===== src/rtl/eips_defs.vh =====
// Contract
// Each 3-bit selector codes 0..5 as ports A..F for its line.
// Line n always takes pin n of the chosen port; selector picks port only.
// Line 0 selector at low register bits 2:0, read-write, resets to zero.
// Lines 1..3 at bits 6:4, 10:8, 14:12; bit above each is reserved.
// Software writes zero into every reserved bit of both registers.
// High register at 0x104 holds lines 8..15, four-bit stride, reset zero.
// Codes six and seven choose no port; line sees constant inactive input.
`ifndef EIPS_DEFS_VH
`define EIPS_DEFS_VH

// ********************************************************************
// Register map
// ********************************************************************
`define EIPS_LOW_OFFSET 12'h100
`define EIPS_HIGH_OFFSET 12'h104
`define EIPS_ADDR_W 12
`define EIPS_RESET_VALUE 32'h0000_0000
// Selector fields sit on a four-bit stride, three bits wide
`define EIPS_FIELD_STRIDE 4
`define EIPS_FIELD_W 3
// Writable bits: low three bits of every nibble
`define EIPS_WRITE_MASK 32'h7777_7777

// ********************************************************************
// Selector encodings
// ********************************************************************
`define EIPS_BANK_A_CHOICE 3'h0
`define EIPS_BANK_B_CHOICE 3'h1
`define EIPS_BANK_C_CHOICE 3'h2
`define EIPS_BANK_D_CHOICE 3'h3
`define EIPS_BANK_E_CHOICE 3'h4
`define EIPS_BANK_F_CHOICE 3'h5

`endif


===== src/rtl/eips_line_mux.v =====
`include "eips_defs.vh"
`default_nettype none

// ********************************************************************
// One line's port picker
// ********************************************************************
module eips_line_mux (
  input wire [2:0] source_port,
  input wire [5:0] bank_pins,
  output reg line_out
);

  // Unused codes give a quiet line rather than an aliased port
  always @* begin
    case (source_port)
      // code to port
      `EIPS_BANK_A_CHOICE: line_out = bank_pins[0];
      `EIPS_BANK_B_CHOICE: line_out = bank_pins[1];
      `EIPS_BANK_C_CHOICE: line_out = bank_pins[2];
      `EIPS_BANK_D_CHOICE: line_out = bank_pins[3];
      `EIPS_BANK_E_CHOICE: line_out = bank_pins[4];
      `EIPS_BANK_F_CHOICE: line_out = bank_pins[5];
      // no port chosen
      default: line_out = 1'b0;
    endcase
  end

endmodule

`default_nettype wire


===== src/rtl/eips_top.v =====
`include "eips_defs.vh"
`default_nettype none

// ********************************************************************
// External interrupt port select
// ********************************************************************
module eips_top (
  input wire clk,
  input wire resetn,
  input wire [11:0] reg_addr,
  input wire [31:0] reg_wdata,
  input wire reg_write,
  input wire reg_read,
  output reg [31:0] reg_rdata,
  input wire [15:0] bank_a_pins,
  input wire [15:0] bank_b_pins,
  input wire [15:0] bank_c_pins,
  input wire [15:0] bank_d_pins,
  input wire [15:0] bank_e_pins,
  input wire [15:0] bank_f_pins,
  output reg [15:0] ext_irq_lines
);

  reg [31:0] ext_irq_port_select_low_reg;
  reg [31:0] ext_irq_port_select_high_reg;
  reg [31:0] ext_irq_port_select_low_next;
  reg [31:0] ext_irq_port_select_high_next;
  reg [31:0] reg_rdata_next;
  reg [95:0] pins_meta_reg;
  reg [95:0] pins_sync_reg;
  wire low_hit;
  wire high_hit;
  wire [15:0] bank_a_sync;
  wire [15:0] bank_b_sync;
  wire [15:0] bank_c_sync;
  wire [15:0] bank_d_sync;
  wire [15:0] bank_e_sync;
  wire [15:0] bank_f_sync;
  wire [2:0] line0_source_port;
  wire [2:0] line1_source_port;
  wire [2:0] line2_source_port;
  wire [2:0] line3_source_port;
  wire [2:0] line4_source_port;
  wire [2:0] line5_source_port;
  wire [2:0] line6_source_port;
  wire [2:0] line7_source_port;
  wire [2:0] line8_source_port;
  wire [2:0] line9_source_port;
  wire [2:0] line10_source_port;
  wire [2:0] line11_source_port;
  wire [2:0] line12_source_port;
  wire [2:0] line13_source_port;
  wire [2:0] line14_source_port;
  wire [2:0] line15_source_port;
  wire [47:0] line_ports;
  wire [15:0] line_next;

  // Picks one line's 3-bit selector from the register pair
  function [2:0] line_source_port;
    input [31:0] low_word;
    input [31:0] high_word;
    input [3:0] line;
    reg [31:0] word;
    begin
      word = line[3] ? high_word : low_word;
      line_source_port = word[line[2:0]*`EIPS_FIELD_STRIDE +: `EIPS_FIELD_W];
    end
  endfunction

  // True when the bus address names the given register
  function addr_hits;
    input [11:0] addr;
    input [11:0] offset;
    begin
      addr_hits = (addr == offset);
    end
  endfunction

  // Clears reserved bits so they can never read back as one
  function [31:0] writable_bits;
    input [31:0] data;
    begin
      writable_bits = data & `EIPS_WRITE_MASK;
    end
  endfunction

  // ******************************************************************
  // Address decode
  // ******************************************************************
  // Only the exact word offsets hit; anything else is ignored
  assign low_hit = addr_hits(reg_addr, `EIPS_LOW_OFFSET);
  assign high_hit = addr_hits(reg_addr, `EIPS_HIGH_OFFSET);

  // ******************************************************************
  // Register writes
  // ******************************************************************
  // Hold unless the matching offset is written
  always @* begin
    ext_irq_port_select_low_next = ext_irq_port_select_low_reg;
    ext_irq_port_select_high_next = ext_irq_port_select_high_reg;
    // reserved bits dropped
    if (reg_write && low_hit) begin
      ext_irq_port_select_low_next = writable_bits(reg_wdata);
    end
    // high register write
    if (reg_write && high_hit) begin
      ext_irq_port_select_high_next = writable_bits(reg_wdata);
    end
  end

  // Reset leaves every line on port A
  always @(posedge clk or negedge resetn) begin
    if (!resetn) begin
      // reset port A
      ext_irq_port_select_low_reg <= `EIPS_RESET_VALUE;
      // high reset zero
      ext_irq_port_select_high_reg <= `EIPS_RESET_VALUE;
    end else begin
      ext_irq_port_select_low_reg <= ext_irq_port_select_low_next;
      ext_irq_port_select_high_reg <= ext_irq_port_select_high_next;
    end
  end

  // ******************************************************************
  // Register reads
  // ******************************************************************
  // Zero unless a mapped register is read, so stale data never linger
  always @* begin
    reg_rdata_next = 32'h0000_0000;
    if (reg_read && low_hit) begin
      reg_rdata_next = ext_irq_port_select_low_reg;
    end else if (reg_read && high_hit) begin
      reg_rdata_next = ext_irq_port_select_high_reg;
    end
  end

  // Read data stand one cycle after the strobe
  always @(posedge clk or negedge resetn) begin
    if (!resetn) begin
      reg_rdata <= 32'h0000_0000;
    end else begin
      reg_rdata <= reg_rdata_next;
    end
  end

  // ******************************************************************
  // Pin synchronisers
  // ******************************************************************
  // Pins are asynchronous; two stages before the muxes look at them
  always @(posedge clk or negedge resetn) begin
    if (!resetn) begin
      pins_meta_reg <= 96'h0;
      pins_sync_reg <= 96'h0;
    end else begin
      pins_meta_reg <= {bank_f_pins, bank_e_pins, bank_d_pins,
                        bank_c_pins, bank_b_pins, bank_a_pins};
      pins_sync_reg <= pins_meta_reg;
    end
  end

  // Second stage only, split back into its six banks
  assign bank_a_sync = pins_sync_reg[15:0];
  assign bank_b_sync = pins_sync_reg[31:16];
  assign bank_c_sync = pins_sync_reg[47:32];
  assign bank_d_sync = pins_sync_reg[63:48];
  assign bank_e_sync = pins_sync_reg[79:64];
  assign bank_f_sync = pins_sync_reg[95:80];

  // ******************************************************************
  // Selector fields
  // ******************************************************************
  // Lines 0 to 7 read the low word, 8 to 15 the high word
  // line 0 field
  assign line0_source_port = line_source_port(ext_irq_port_select_low_reg,
    ext_irq_port_select_high_reg, 4'd0);
  // lines 1 to 3
  assign line1_source_port = line_source_port(ext_irq_port_select_low_reg,
    ext_irq_port_select_high_reg, 4'd1);
  assign line2_source_port = line_source_port(ext_irq_port_select_low_reg,
    ext_irq_port_select_high_reg, 4'd2);
  assign line3_source_port = line_source_port(ext_irq_port_select_low_reg,
    ext_irq_port_select_high_reg, 4'd3);
  assign line4_source_port = line_source_port(ext_irq_port_select_low_reg,
    ext_irq_port_select_high_reg, 4'd4);
  assign line5_source_port = line_source_port(ext_irq_port_select_low_reg,
    ext_irq_port_select_high_reg, 4'd5);
  assign line6_source_port = line_source_port(ext_irq_port_select_low_reg,
    ext_irq_port_select_high_reg, 4'd6);
  assign line7_source_port = line_source_port(ext_irq_port_select_low_reg,
    ext_irq_port_select_high_reg, 4'd7);
  // lines 8 to 15
  assign line8_source_port = line_source_port(ext_irq_port_select_low_reg,
    ext_irq_port_select_high_reg, 4'd8);
  assign line9_source_port = line_source_port(ext_irq_port_select_low_reg,
    ext_irq_port_select_high_reg, 4'd9);
  assign line10_source_port = line_source_port(ext_irq_port_select_low_reg,
    ext_irq_port_select_high_reg, 4'd10);
  assign line11_source_port = line_source_port(ext_irq_port_select_low_reg,
    ext_irq_port_select_high_reg, 4'd11);
  assign line12_source_port = line_source_port(ext_irq_port_select_low_reg,
    ext_irq_port_select_high_reg, 4'd12);
  assign line13_source_port = line_source_port(ext_irq_port_select_low_reg,
    ext_irq_port_select_high_reg, 4'd13);
  assign line14_source_port = line_source_port(ext_irq_port_select_low_reg,
    ext_irq_port_select_high_reg, 4'd14);
  assign line15_source_port = line_source_port(ext_irq_port_select_low_reg,
    ext_irq_port_select_high_reg, 4'd15);

  // Packed for the generate loop, line 0 in the low bits
  assign line_ports = {line15_source_port, line14_source_port,
    line13_source_port, line12_source_port, line11_source_port,
    line10_source_port, line9_source_port, line8_source_port,
    line7_source_port, line6_source_port, line5_source_port,
    line4_source_port, line3_source_port, line2_source_port,
    line1_source_port, line0_source_port};

  // ******************************************************************
  // Line routing
  // ******************************************************************
  genvar gi;
  generate
    for (gi = 0; gi < 16; gi = gi + 1) begin : g_line
      // pin n only
      eips_line_mux u_mux (
        .source_port(line_ports[gi*`EIPS_FIELD_W +: `EIPS_FIELD_W]),
        .bank_pins({bank_f_sync[gi], bank_e_sync[gi], bank_d_sync[gi],
                    bank_c_sync[gi], bank_b_sync[gi], bank_a_sync[gi]}),
        .line_out(line_next[gi])
      );
    end
  endgenerate

  // Registered so every output comes from a flip-flop
  always @(posedge clk or negedge resetn) begin
    if (!resetn) begin
      ext_irq_lines <= 16'h0000;
    end else begin
      ext_irq_lines <= line_next;
    end
  end

endmodule

`default_nettype wire


===== config.mk =====
export PLATFORM = sky130hd
export DESIGN_NAME = eips_top
export DESIGN_NICKNAME = d
export VERILOG_FILES = /design/src/rtl/eips_line_mux.v /design/src/rtl/eips_top.v
export VERILOG_INCLUDE_DIRS = /design/src /design/src/rtl
export SDC_FILE = /design/constraint.sdc
export NUM_CORES = 1
export LEC_CHECK = 0
export ABC_CLOCK_PERIOD_IN_PS = 1300
export BUFFER_PORTS_ARGS = -buffer_cell sky130_fd_sc_hd__buf_2
export CAP_MARGIN = 20
export CORE_MARGIN = 4
export CORE_UTILIZATION = 35
export CTS_BUF_LIST = sky130_fd_sc_hd__clkbuf_8 sky130_fd_sc_hd__clkbuf_16
export DETAILED_ROUTE_END_ITERATION = 10
export PLACE_DENSITY_LB_ADDON = 0.08
export SLEW_MARGIN = 20
export SYNTH_ARGS = -nofsm -noshare
export SYNTH_HDL_FRONTEND = slang
export SYNTH_SLANG_ARGS = --single-unit

===== constraint.sdc =====
create_clock -name clk -period 1.3 [get_ports clk]
set_input_delay 0.065 -clock clk [delete_from_list [all_inputs] [get_ports clk]]
set_output_delay 0.065 -clock clk [all_outputs]
set_load 0.02 [all_outputs]

==> results of run 1 <==
[timing repair]
action | CTS | global route
hold endpoints to repair | 424 | 0
pin swaps | 0 | 0
setup buffers | 1 | 0
endpoints found under the setup margin | 3 | 12
hold buffers | 121 | 0
gates resized for setup | 0 | 6
[worst max-delay path, delay by kind of cell, from the launching register on]
family | cells | cell delay [ps]
flops | 1 | 390
mux | 2 | 810
[metal layers]
layer | vias up | global-route usage, %
li1 | 2288 | -
met1 | 2479 | 17.5
met2 | 127 | 22.3
met3 | 33 | 2.69
met4 | 0 | 3.39
met5 | - | 0
[cells in the mapped netlist, drive strengths merged]
cell	number	area [sq um]
and4b	1	11.3
nor3	1	5.00
mux4	16	360
nand4	2	18.8
dfrtp	280	7010
conb	1	3.75
nor4b	2	38.8
mux2	64	724
mux2i	40	400
nor4	1	21.3
buf	16	130
clkbuf	2	7.51
nor2	40	150
[power breakdown]
part           switching [mW]  total, mW  internal (mW)  leakage [nW]
Sequential             0.0890       9.14           9.05          3.43
Clock                    3.27       8.37           5.09         0.512
Combinational           0.438      0.986          0.548          2.15
[layout make-up]
cell class / instances / area share (%)
multi-input combinational: 175 / 14.1
tap: 330 / 3.26
clock buffer: 33 / 6.16
sequential: 280 / 55.3
clock inverter: 21 / 1.69
timing repair buffer: 333 / 19.4
[logic make-up (layout without fill, tap and decap cells)]
logic type | count (synthesis) | count (layout)
buffers and inverters | 18 | 387
other | 1 | 8
DFF | 280 | 280
muxes | 120 | 120
and+or+nand+nor | 47 | 47
[worst min-delay path by stage]
stage	start	end	slack, ps	depth (start not counted)
finish	resetn	pins_meta_reg[8]	50	2
detailed placement	resetn	pins_sync_reg[8]	5	1
global route	reg_read	reg_rdata[22]	40	4
CTS	resetn	pins_sync_reg[8]	30	2
floorplan	resetn	ext_irq_lines[0]	-230	0
global placement	resetn	pins_sync_reg[8]	4	1
[per-stage QoR]
stage / setup TNS (ps) / cells / total power [mW] / area (sq um)
floorplan: -227 / 473 / 9.48 / 8910
global placement: -5000 / 996 / 9.99 / 10400
detailed placement: -6450 / 996 / 10.0 / 10400
CTS: -20.2 / 1172 / 18.8 / 12600
global route: -213 / 1172 / 19.3 / 12700
finish: -5.44 / 1172 / 18.5 / 12700
==> metrics.txt, run 1 <==
capturing element type of the critical path=flop; Leak=6.10 nW; mean cell area of the mapped netlist=19.1 sq um; part of the Yosys area used for sequential elements=78.9%; CP arrival=1720 ps; violations in the final reports=negative setup slack; Synth Area in Adders=0%; routed vias/inst=4.20; port buffer count=175; Total Die Area=0.0280 sq mm; HPWL reported at the end of detailed placement=11.8 mm; Startpoint Class=flop; worst hold slack=46.3 ps; number of design rule violations left after detail routing=0; Overall Global Routing Usage=13.2%; crit-path cells=mux4_2 -> mux2_4; Final Wtd Congestion=0.764; max-slew violation count=0; compound-cell area share of the yosys netlist=0%; Max stage delay cell, worst path=sky130_fd_sc_hd__mux4_2; routed wirelength normalized by instance count=15.6 um; final-report setup violation count=1; post-route setup slack=-5.44 ps; pin count of the biggest net entering global routing=59; antenna violations before repair=0; initial core utilization=35.5%; CTS Buf Count=29; post-synthesis instance total=466; classification of the worst setup path=reg2reg; crit share post-route=100%; unrepaired setup endpoints after global routing=yes; most common library cell in the layout ignoring fill and taps=sky130_fd_sc_hd__dfrtp_1; Post-Route Skew=6.62 ps; Reg2Reg Capture Point=ext_irq_lines[2]; commonest cells after routing, fill and taps aside=sky130_fd_sc_hd__dfrtp_1 (280), sky130_fd_sc_hd__buf_2 (174), sky130_fd_sc_hd__dlygate4sd3_1 (121); max_cap viols=0; FF+latch count, synth=280; yosys warns=0; worst slack, placed=-235 ps; post-synthesis simple-gate area fraction=2.76%; minimum clock period=1310 ps; layout cell share with drive strength beyond 1=41.0%; met3 layer wire length in the routed design=879 um; count of TritonRoute iterations in the first routing pass=4; maximum clock insertion buffer count=3; Max Used Layer=met4; RR Startpoint=ext_irq_port_select_low_reg[8]; PwrDens=1460 mW/mm^2; area of the multi-input gates=0.00179 sq mm; distinct cell type count of the synthesized netlist=20; Die Wd=167 um; status=finished, violations left; via count of the routed design=4927; first-pass GRT wire length=29.4 mm; highest cell delay on the worst timing path=530 ps; worst setup path endpoint=ext_irq_lines[2]; via count of the first global-routing pass=5533; total wirelength of the detailed-routed design=18.3 mm; DR WL met2=8.98 mm; number of diodes=0; netlist area before placement=0.00888 sq mm; worst hold-check path type=in2async; Seq. cell area=0.00701 sq mm; Max Fanout on Critical Path=2; clock tree sinks=280; multiplexer share of the synthesized area=16.7%; standard-cell rows=58; timing startpoint of the critical path=ext_irq_port_select_low_reg[8]; data required time at the worst endpoint=1720 ps; clock-pin slew on the worst setup and hold paths=60 ps; parity-gate share of the synthesized area counting xor and xnor cells=0%; Worst Reg2Reg Path Length in Cells=2; Clock Latency Late Sink=530 ps; fillcell total=2140; maximum operating frequency=0.766 GHz; Max H-tree Level=1; core outline area=0.0250 sq mm; maximum resistive drop on vdd=0.899 mV; number of nets with antenna violations after routing=0; area grow syn2layout=42.7%; number of hold violations in the final report=0; final standard cell utilization of the core=50.6%; count of routing violations after the opening detailed-route iteration=172; total gr overflow=0; height of the die=167 um; wire length on met1=7.92 mm; Reg2Reg Setup Slack=-5 ps; clock tree from TritonCTS=done; I/O pin count=192; dominant combinational cell family by area after synthesis=multiplexers; clock root buffer=sky130_fd_sc_hd__clkbuf_16; final net count=963
Note: power is estimated with default switching activity, not from simulation.
==> run 2: changes to the inputs <==
Settings changed: RECOVER_POWER from default to 25, REMOVE_ABC_BUFFERS from default to 1.
==> run 2 against run 1 <==
Effect of this change:
- the flow now finishes without violations
- power decreased by 3.8%
- non-clock buffer count increased by 4
- sequential cell count unchanged
- critical path depth unchanged
- count of clock-buffer cells in the layout increased by 1
- sequential power about the same
- register-to-register slack about the same
- largest power group unchanged
==> metrics.txt, run 2 (synthesis results as in run 1) <==
final net count=967; maximum clock insertion buffer count=3; routed wirelength normalized by instance count=15.7 um; final-report setup violation count=0; Max stage delay cell, worst path=sky130_fd_sc_hd__mux4_2; final non-filler cell area=0.0126 sq mm; net load switching power=3.69 mW; via count of the routed design=4934; crit share post-route=99.4%; via count of the first global-routing pass=5680; clock root buffer=sky130_fd_sc_hd__clkbuf_16; initial core utilization=35.5%; count of TritonRoute iterations in the first routing pass=4; CTS Buf Count=29; unrepaired setup endpoints after global routing=yes; status=completed; clock tree from TritonCTS=done; worst hold slack=15.7 ps; clock-pin slew on the worst setup and hold paths=60 ps; max_cap viols=0; crit-path cells=mux4_2 -> mux2_2; Tot Pwr=17.8 mW; Leak=6.02 nW; Startpoint Class=flop; number of hold violations in the final report=0; Max H-tree Level=1; Max Fanout on Critical Path=2; HPWL reported at the end of detailed placement=12.1 mm; most common library cell in the layout ignoring fill and taps=sky130_fd_sc_hd__dfrtp_1; minimum clock period=1290 ps; number of nets with antenna violations after routing=0; total placed instance area=0.0104 sq mm; core outline area=0.0250 sq mm; routed vias/inst=4.21; layout cell share with drive strength beyond 1=38.3%; combinational cell fraction of total power=5.5%; switching share of total power=20.8%; capturing element type of the critical path=flop; Reg2Reg Capture Point=ext_irq_lines[9]; RR Startpoint=ext_irq_port_select_high_reg[4]; first-pass GRT wire length=30.0 mm; Total Die Area=0.0280 sq mm; share of total power in the clock network=43.1%; max-slew violation count=0; clock tree sinks=280; data required time at the worst endpoint=1710 ps; number of design rule violations left after detail routing=0; maximum resistive drop on vdd=0.874 mV; Clock Latency Late Sink=550 ps; maximum operating frequency=0.774 GHz; total wirelength of the detailed-routed design=18.3 mm; worst hold-check path type=in2async; final standard cell utilization of the core=50.1%; PwrDens=1420 mW/mm^2; commonest cells after routing, fill and taps aside=sky130_fd_sc_hd__dfrtp_1 (280), sky130_fd_sc_hd__buf_2 (157), sky130_fd_sc_hd__dlygate4sd3_1 (122); Reg2Reg Setup Slack=8 ps; Worst Reg2Reg Path Length in Cells=2; Internal Power=14.1 mW; proportion of power drawn by flip-flops and latches=51.4%; Overall Global Routing Usage=13.4%; classification of the worst setup path=reg2reg; pin count of the biggest net entering global routing=59; CP arrival=1710 ps; port buffer count=175; Post-Route Skew=19.7 ps; antenna violations before repair=1; standard-cell rows=58; total gr overflow=0; Final Wtd Congestion=0.745; I/O pin count=192; Die Wd=167 um; area grow syn2layout=41.4%; height of the die=167 um; count of routing violations after the opening detailed-route iteration=192; highest cell delay on the worst timing path=520 ps
[run 2: cell types whose count changed in the layout (fill, tap and decap cells not counted), sizes merged, moves of 3 or more]
cell	change
clkinv	-8
clkbuf	+18
bufinv	-3
buf	-14
inv	+5
[run 2: cell type report]
type	count	area [sq um]
clock inverters	14	98.8
multi-input cells	175	1780
clock buffers	34	795
diodes	1	2.50
flip-flops and latches	280	7010
well taps	330	413
repair buffers	337	2460
fillers	2103	12500
[run 2: worst max-delay path: cells and delay by family, from the launching register on]
kind,cells,cell delay [ps]
DFF,1,370
muxes,2,800
[run 2: stage by stage]
stage,instances,setup TNS (ps),setup WS [ps]
after floorplan,455,-6330,-160
after global placement,996,-4730,-201
after detailed placement,996,-5840,-243
after CTS,1167,-7.55,-6.15
after global routing,1171,-211,-34.0
final,1171,0,7.60
[run 2: routing by layer]
layer,vias to the layer above,track usage (%),share of wire (%)
li1,2278,-,-
met1,2487,17.5,42
met2,136,22.9,50
met3,33,2.79,5.4
met4,0,3.99,2.8
met5,-,0,0
[run 2: worst max path at each step]
stage / start / endpoint / slack, ps / cells after the start
final: ext_irq_port_select_high_reg[4] / ext_irq_lines[9] / 8 / 2
after global routing: ext_irq_port_select_low_reg[0] / ext_irq_lines[0] / -30 / 2
after CTS: ext_irq_port_select_high_reg[24] / ext_irq_lines[14] / -6 / 2
after detailed placement: reg_addr[1] / ext_irq_port_select_low_reg[9] / -240 / 5
after global placement: reg_addr[1] / ext_irq_port_select_low_reg[20] / -200 / 5
after floorplan: reg_addr[1] / ext_irq_port_select_high_reg[4] / -160 / 3
[run 2: timing repair]
item	CTS	global route
setup buffers	1	3
resized for setup	0	4
hold buffers	122	0
setup endpoints to repair	3	13
hold endpoints to repair	426	0
[run 2: power groups by stage]
stage	registers [mW]	logic [mW]	clock network, mW
global route	9.17	1.08	8.39
detailed placement	9.30	0.709	0
CTS	9.14	1.00	7.94
global placement	9.29	0.694	0
finish	9.14	0.974	7.67
floorplan	9.30	0.138	0
==> run 3: changes to the inputs <==
Settings changed: GPL_TIMING_DRIVEN from default to 0, SYNTH_HIERARCHICAL from default to 1.
==> run 3 against run 2 <==
Effect of this change:
- the run now ends with negative hold slack left
- hold slack worse by 31 ps
- sequential share of layout area down 1.0 points
- clock power up 7.6%
- cell count down 0.26%
- worst setup slack worse by 1.8 ps
- non-clock buffer count down 10
- utilization up 0.45 points
- first-iteration DRC count up 15%
- largest power group unchanged
- fmax down 0.14%
- register-to-register slack about the same
- sequential power about the same
==> metrics.txt, run 3 <==
fraction of post-synthesis cell area in the top cell type by area=77.5%; timing startpoint of the critical path=ext_irq_port_select_high_reg[8]; worst hold-check path type=in2async; CTS Buf Count=29; status=finished, violations left; Worst Reg2Reg Path Length in Cells=2; part of the Yosys area used for sequential elements=77.5%; post-route setup slack=5.79 ps; total placed instance area=0.0103 sq mm; clock tree from TritonCTS=done; via count of the first global-routing pass=5564; maximum operating frequency=0.773 GHz; area of the multi-input gates=0.00196 sq mm; I/O pin count=192; PwrDens=1430 mW/mm^2; height of the die=169 um; Overall Global Routing Usage=13.5%; area grow syn2layout=41.6%; Final Wtd Congestion=0.717; Max Fanout on Critical Path=4; ranking of synthesized cells by instance count=sky130_fd_sc_hd__dfrtp_1 (280), sky130_fd_sc_hd__mux2_4 (40), sky130_fd_sc_hd__mux2i_1 (40), sky130_fd_sc_hd__nor2_1 (40), sky130_fd_sc_hd__mux2_2 (24); clock-pin slew on the worst setup and hold paths=60 ps; most common library cell in the layout ignoring fill and taps=sky130_fd_sc_hd__dfrtp_1; violations in the final reports=negative hold slack; distinct cell type count of the synthesized netlist=19; minimum clock period=1290 ps; number of design rule violations left after detail routing=0; clock root buffer=sky130_fd_sc_hd__clkbuf_16; Max H-tree Level=1; Seq. cell area=0.00702 sq mm; Leak=6.14 nW; maximum resistive drop on vdd=0.890 mV; pin count of the biggest net entering global routing=107; worst-case headroom to the max-slew limit=60.1%; netlist area before placement=0.00905 sq mm; Die Wd=169 um; Total Die Area=0.0285 sq mm; Clock Latency Late Sink=520 ps; commonest cells after routing, fill and taps aside=sky130_fd_sc_hd__dfrtp_1 (270), sky130_fd_sc_hd__buf_2 (170), sky130_fd_sc_hd__dlygate4sd3_1 (122); antenna violations before repair=5; worst slack, placed=-1160 ps; RR Startpoint=ext_irq_port_select_high_reg[8]; count of TritonRoute iterations in the first routing pass=4; Worst Tran Pin Value=599 ps; cell with the most instances after synthesis=sky130_fd_sc_hd__dfrtp_1; capturing element type of the critical path=flop; post-synthesis instance total=466; final non-filler cell area=0.0128 sq mm; layout cell share with drive strength beyond 1=41.3%; routed vias/inst=4.22; max_cap viols=0; Post-Route Skew=5.27 ps; classification of the worst setup path=reg2reg; worst hold slack=-15.1 ps; total gr overflow=0; maximum clock insertion buffer count=3; cells taking the most area after synthesis=sky130_fd_sc_hd__dfrtp_1 (77%), sky130_fd_sc_hd__mux2_4 (6.6%), sky130_fd_sc_hd__mux2i_1 (4.4%); CP arrival=1700 ps; count of routing violations after the opening detailed-route iteration=221; crit share post-route=99.6%; mean cell area of the mapped netlist=19.4 sq um; final net count=958; first-pass GRT wire length=30.2 mm; final-report setup violation count=0; Startpoint Class=flop; clock tree sinks=280; cell taking the most area after synthesis=sky130_fd_sc_hd__dfrtp_1; asr flop ratio synth=100%; core outline area=0.0253 sq mm; routed wirelength normalized by instance count=16.1 um; total wirelength of the detailed-routed design=18.8 mm; number of hold violations in the final report=27; via count of the routed design=4934; initial core utilization=35.7%; yosys warns=6; HPWL reported at the end of detailed placement=11.8 mm; number of nets with antenna violations after routing=0; most instantiated flip-flop cell in the synthesis netlist=sky130_fd_sc_hd__dfrtp_1; number of synthesized flops with an enable pin=0; unrepaired setup endpoints after global routing=yes; standard-cell rows=58; data required time at the worst endpoint=1710 ps; port buffer count=175; fillcell total=2122; max-slew violation count=0; FF+latch count, synth=280
run 3: cell count changes in the layout (fill, tap and decap cells not counted), sizes merged, moves of 2 or more:
cell,before,now
buf,198,202
nor4b,2,0
clkbuf,51,39
bufinv,1,3
clkinv,3,7
inv,10,6
run 3: logic make-up (layout without fill, tap and decap cells):
family	count (synthesis)	count (layout)	share of synthesized area, %
and+or+nand+nor	47	48	2.77
other	1	10	0.0415
buffers and inverters	18	380	1.70
DFF	280	280	77.5
muxes	120	120	18.0
run 3: area by class of cell:
| cell class | instances | area share, % |
|---|---|---|
| Multi-Input combinational cell | 176 | 15.3 |
| Antenna cell | 2 | 0.0391 |
| Clock buffer | 36 | 6.42 |
| Timing Repair Buffer | 327 | 19.0 |
| Sequential cell | 280 | 54.8 |
| Tap cell | 330 | 3.22 |
| Clock inverter | 17 | 1.21 |
run 3: per-layer routing:
layer	up-vias	global-route usage (%)	share of wire, %
li1	2273	-	-
met1	2487	17.6	43
met2	138	22.6	49
met3	30	3.32	6.2
met4	6	3.60	1.9
met5	-	0	0.22
run 3: final timing paths:
| path | endpoint | slack, ps |
|---|---|---|
| max | ext_irq_lines[10] | 6 |
| min | pins_meta_reg[16] | -20 |
| max reg2reg | ext_irq_lines[10] | 6 |
| min reg2reg | pins_sync_reg[53] | 340 |
| max in group asynchronous | ext_irq_port_select_low_reg[8] | 290 |
| min in group clk | reg_rdata[5] | 20 |
run 3: through the flow:
step	util [%]	std cells	power, mW	setup TNS (ps)
3_5_place_dp	40.8	966	9.98	-49510
6_report	50.6	1168	18.4	0
4_1_cts	50.1	1157	18.7	-13.6
3_3_place_gp	40.3	960	9.93	-1373960
5_1_grt	50.6	1168	19.2	-94.9
2_1_floorplan	-	455	9.45	-16940
run 3: what timing repair did:
| action | 4_1_cts | 5_1_grt |
|---|---|---|
| pin swaps | 2 | 3 |
| endpoints found under the hold margin | 359 | 29 |
| endpoints found under the setup margin | 55 | 50 |
| gates resized for setup | 13 | 7 |
| hold buffers | 121 | 1 |
| buffers inserted | 16 | 8 |
| cloned | 1 | 0 |
run 3: power by group:
| part | leakage [nW] | internal (mW) | switching (mW) | total (mW) |
|---|---|---|---|---|
| Clock | 0.510 | 5.03 | 3.21 | 8.25 |
| Combinational | 2.21 | 0.537 | 0.433 | 0.970 |
| Sequential | 3.41 | 9.05 | 0.0884 | 9.14 |
| Total | 6.14 | 14.6 | 3.74 | 18.4 |
run 3: critical path, cell delays in order, from the launching register on:
cell and delay, ps:
sky130_fd_sc_hd__dfrtp_2 410, sky130_fd_sc_hd__mux4_2 500, sky130_fd_sc_hd__mux2_4 270
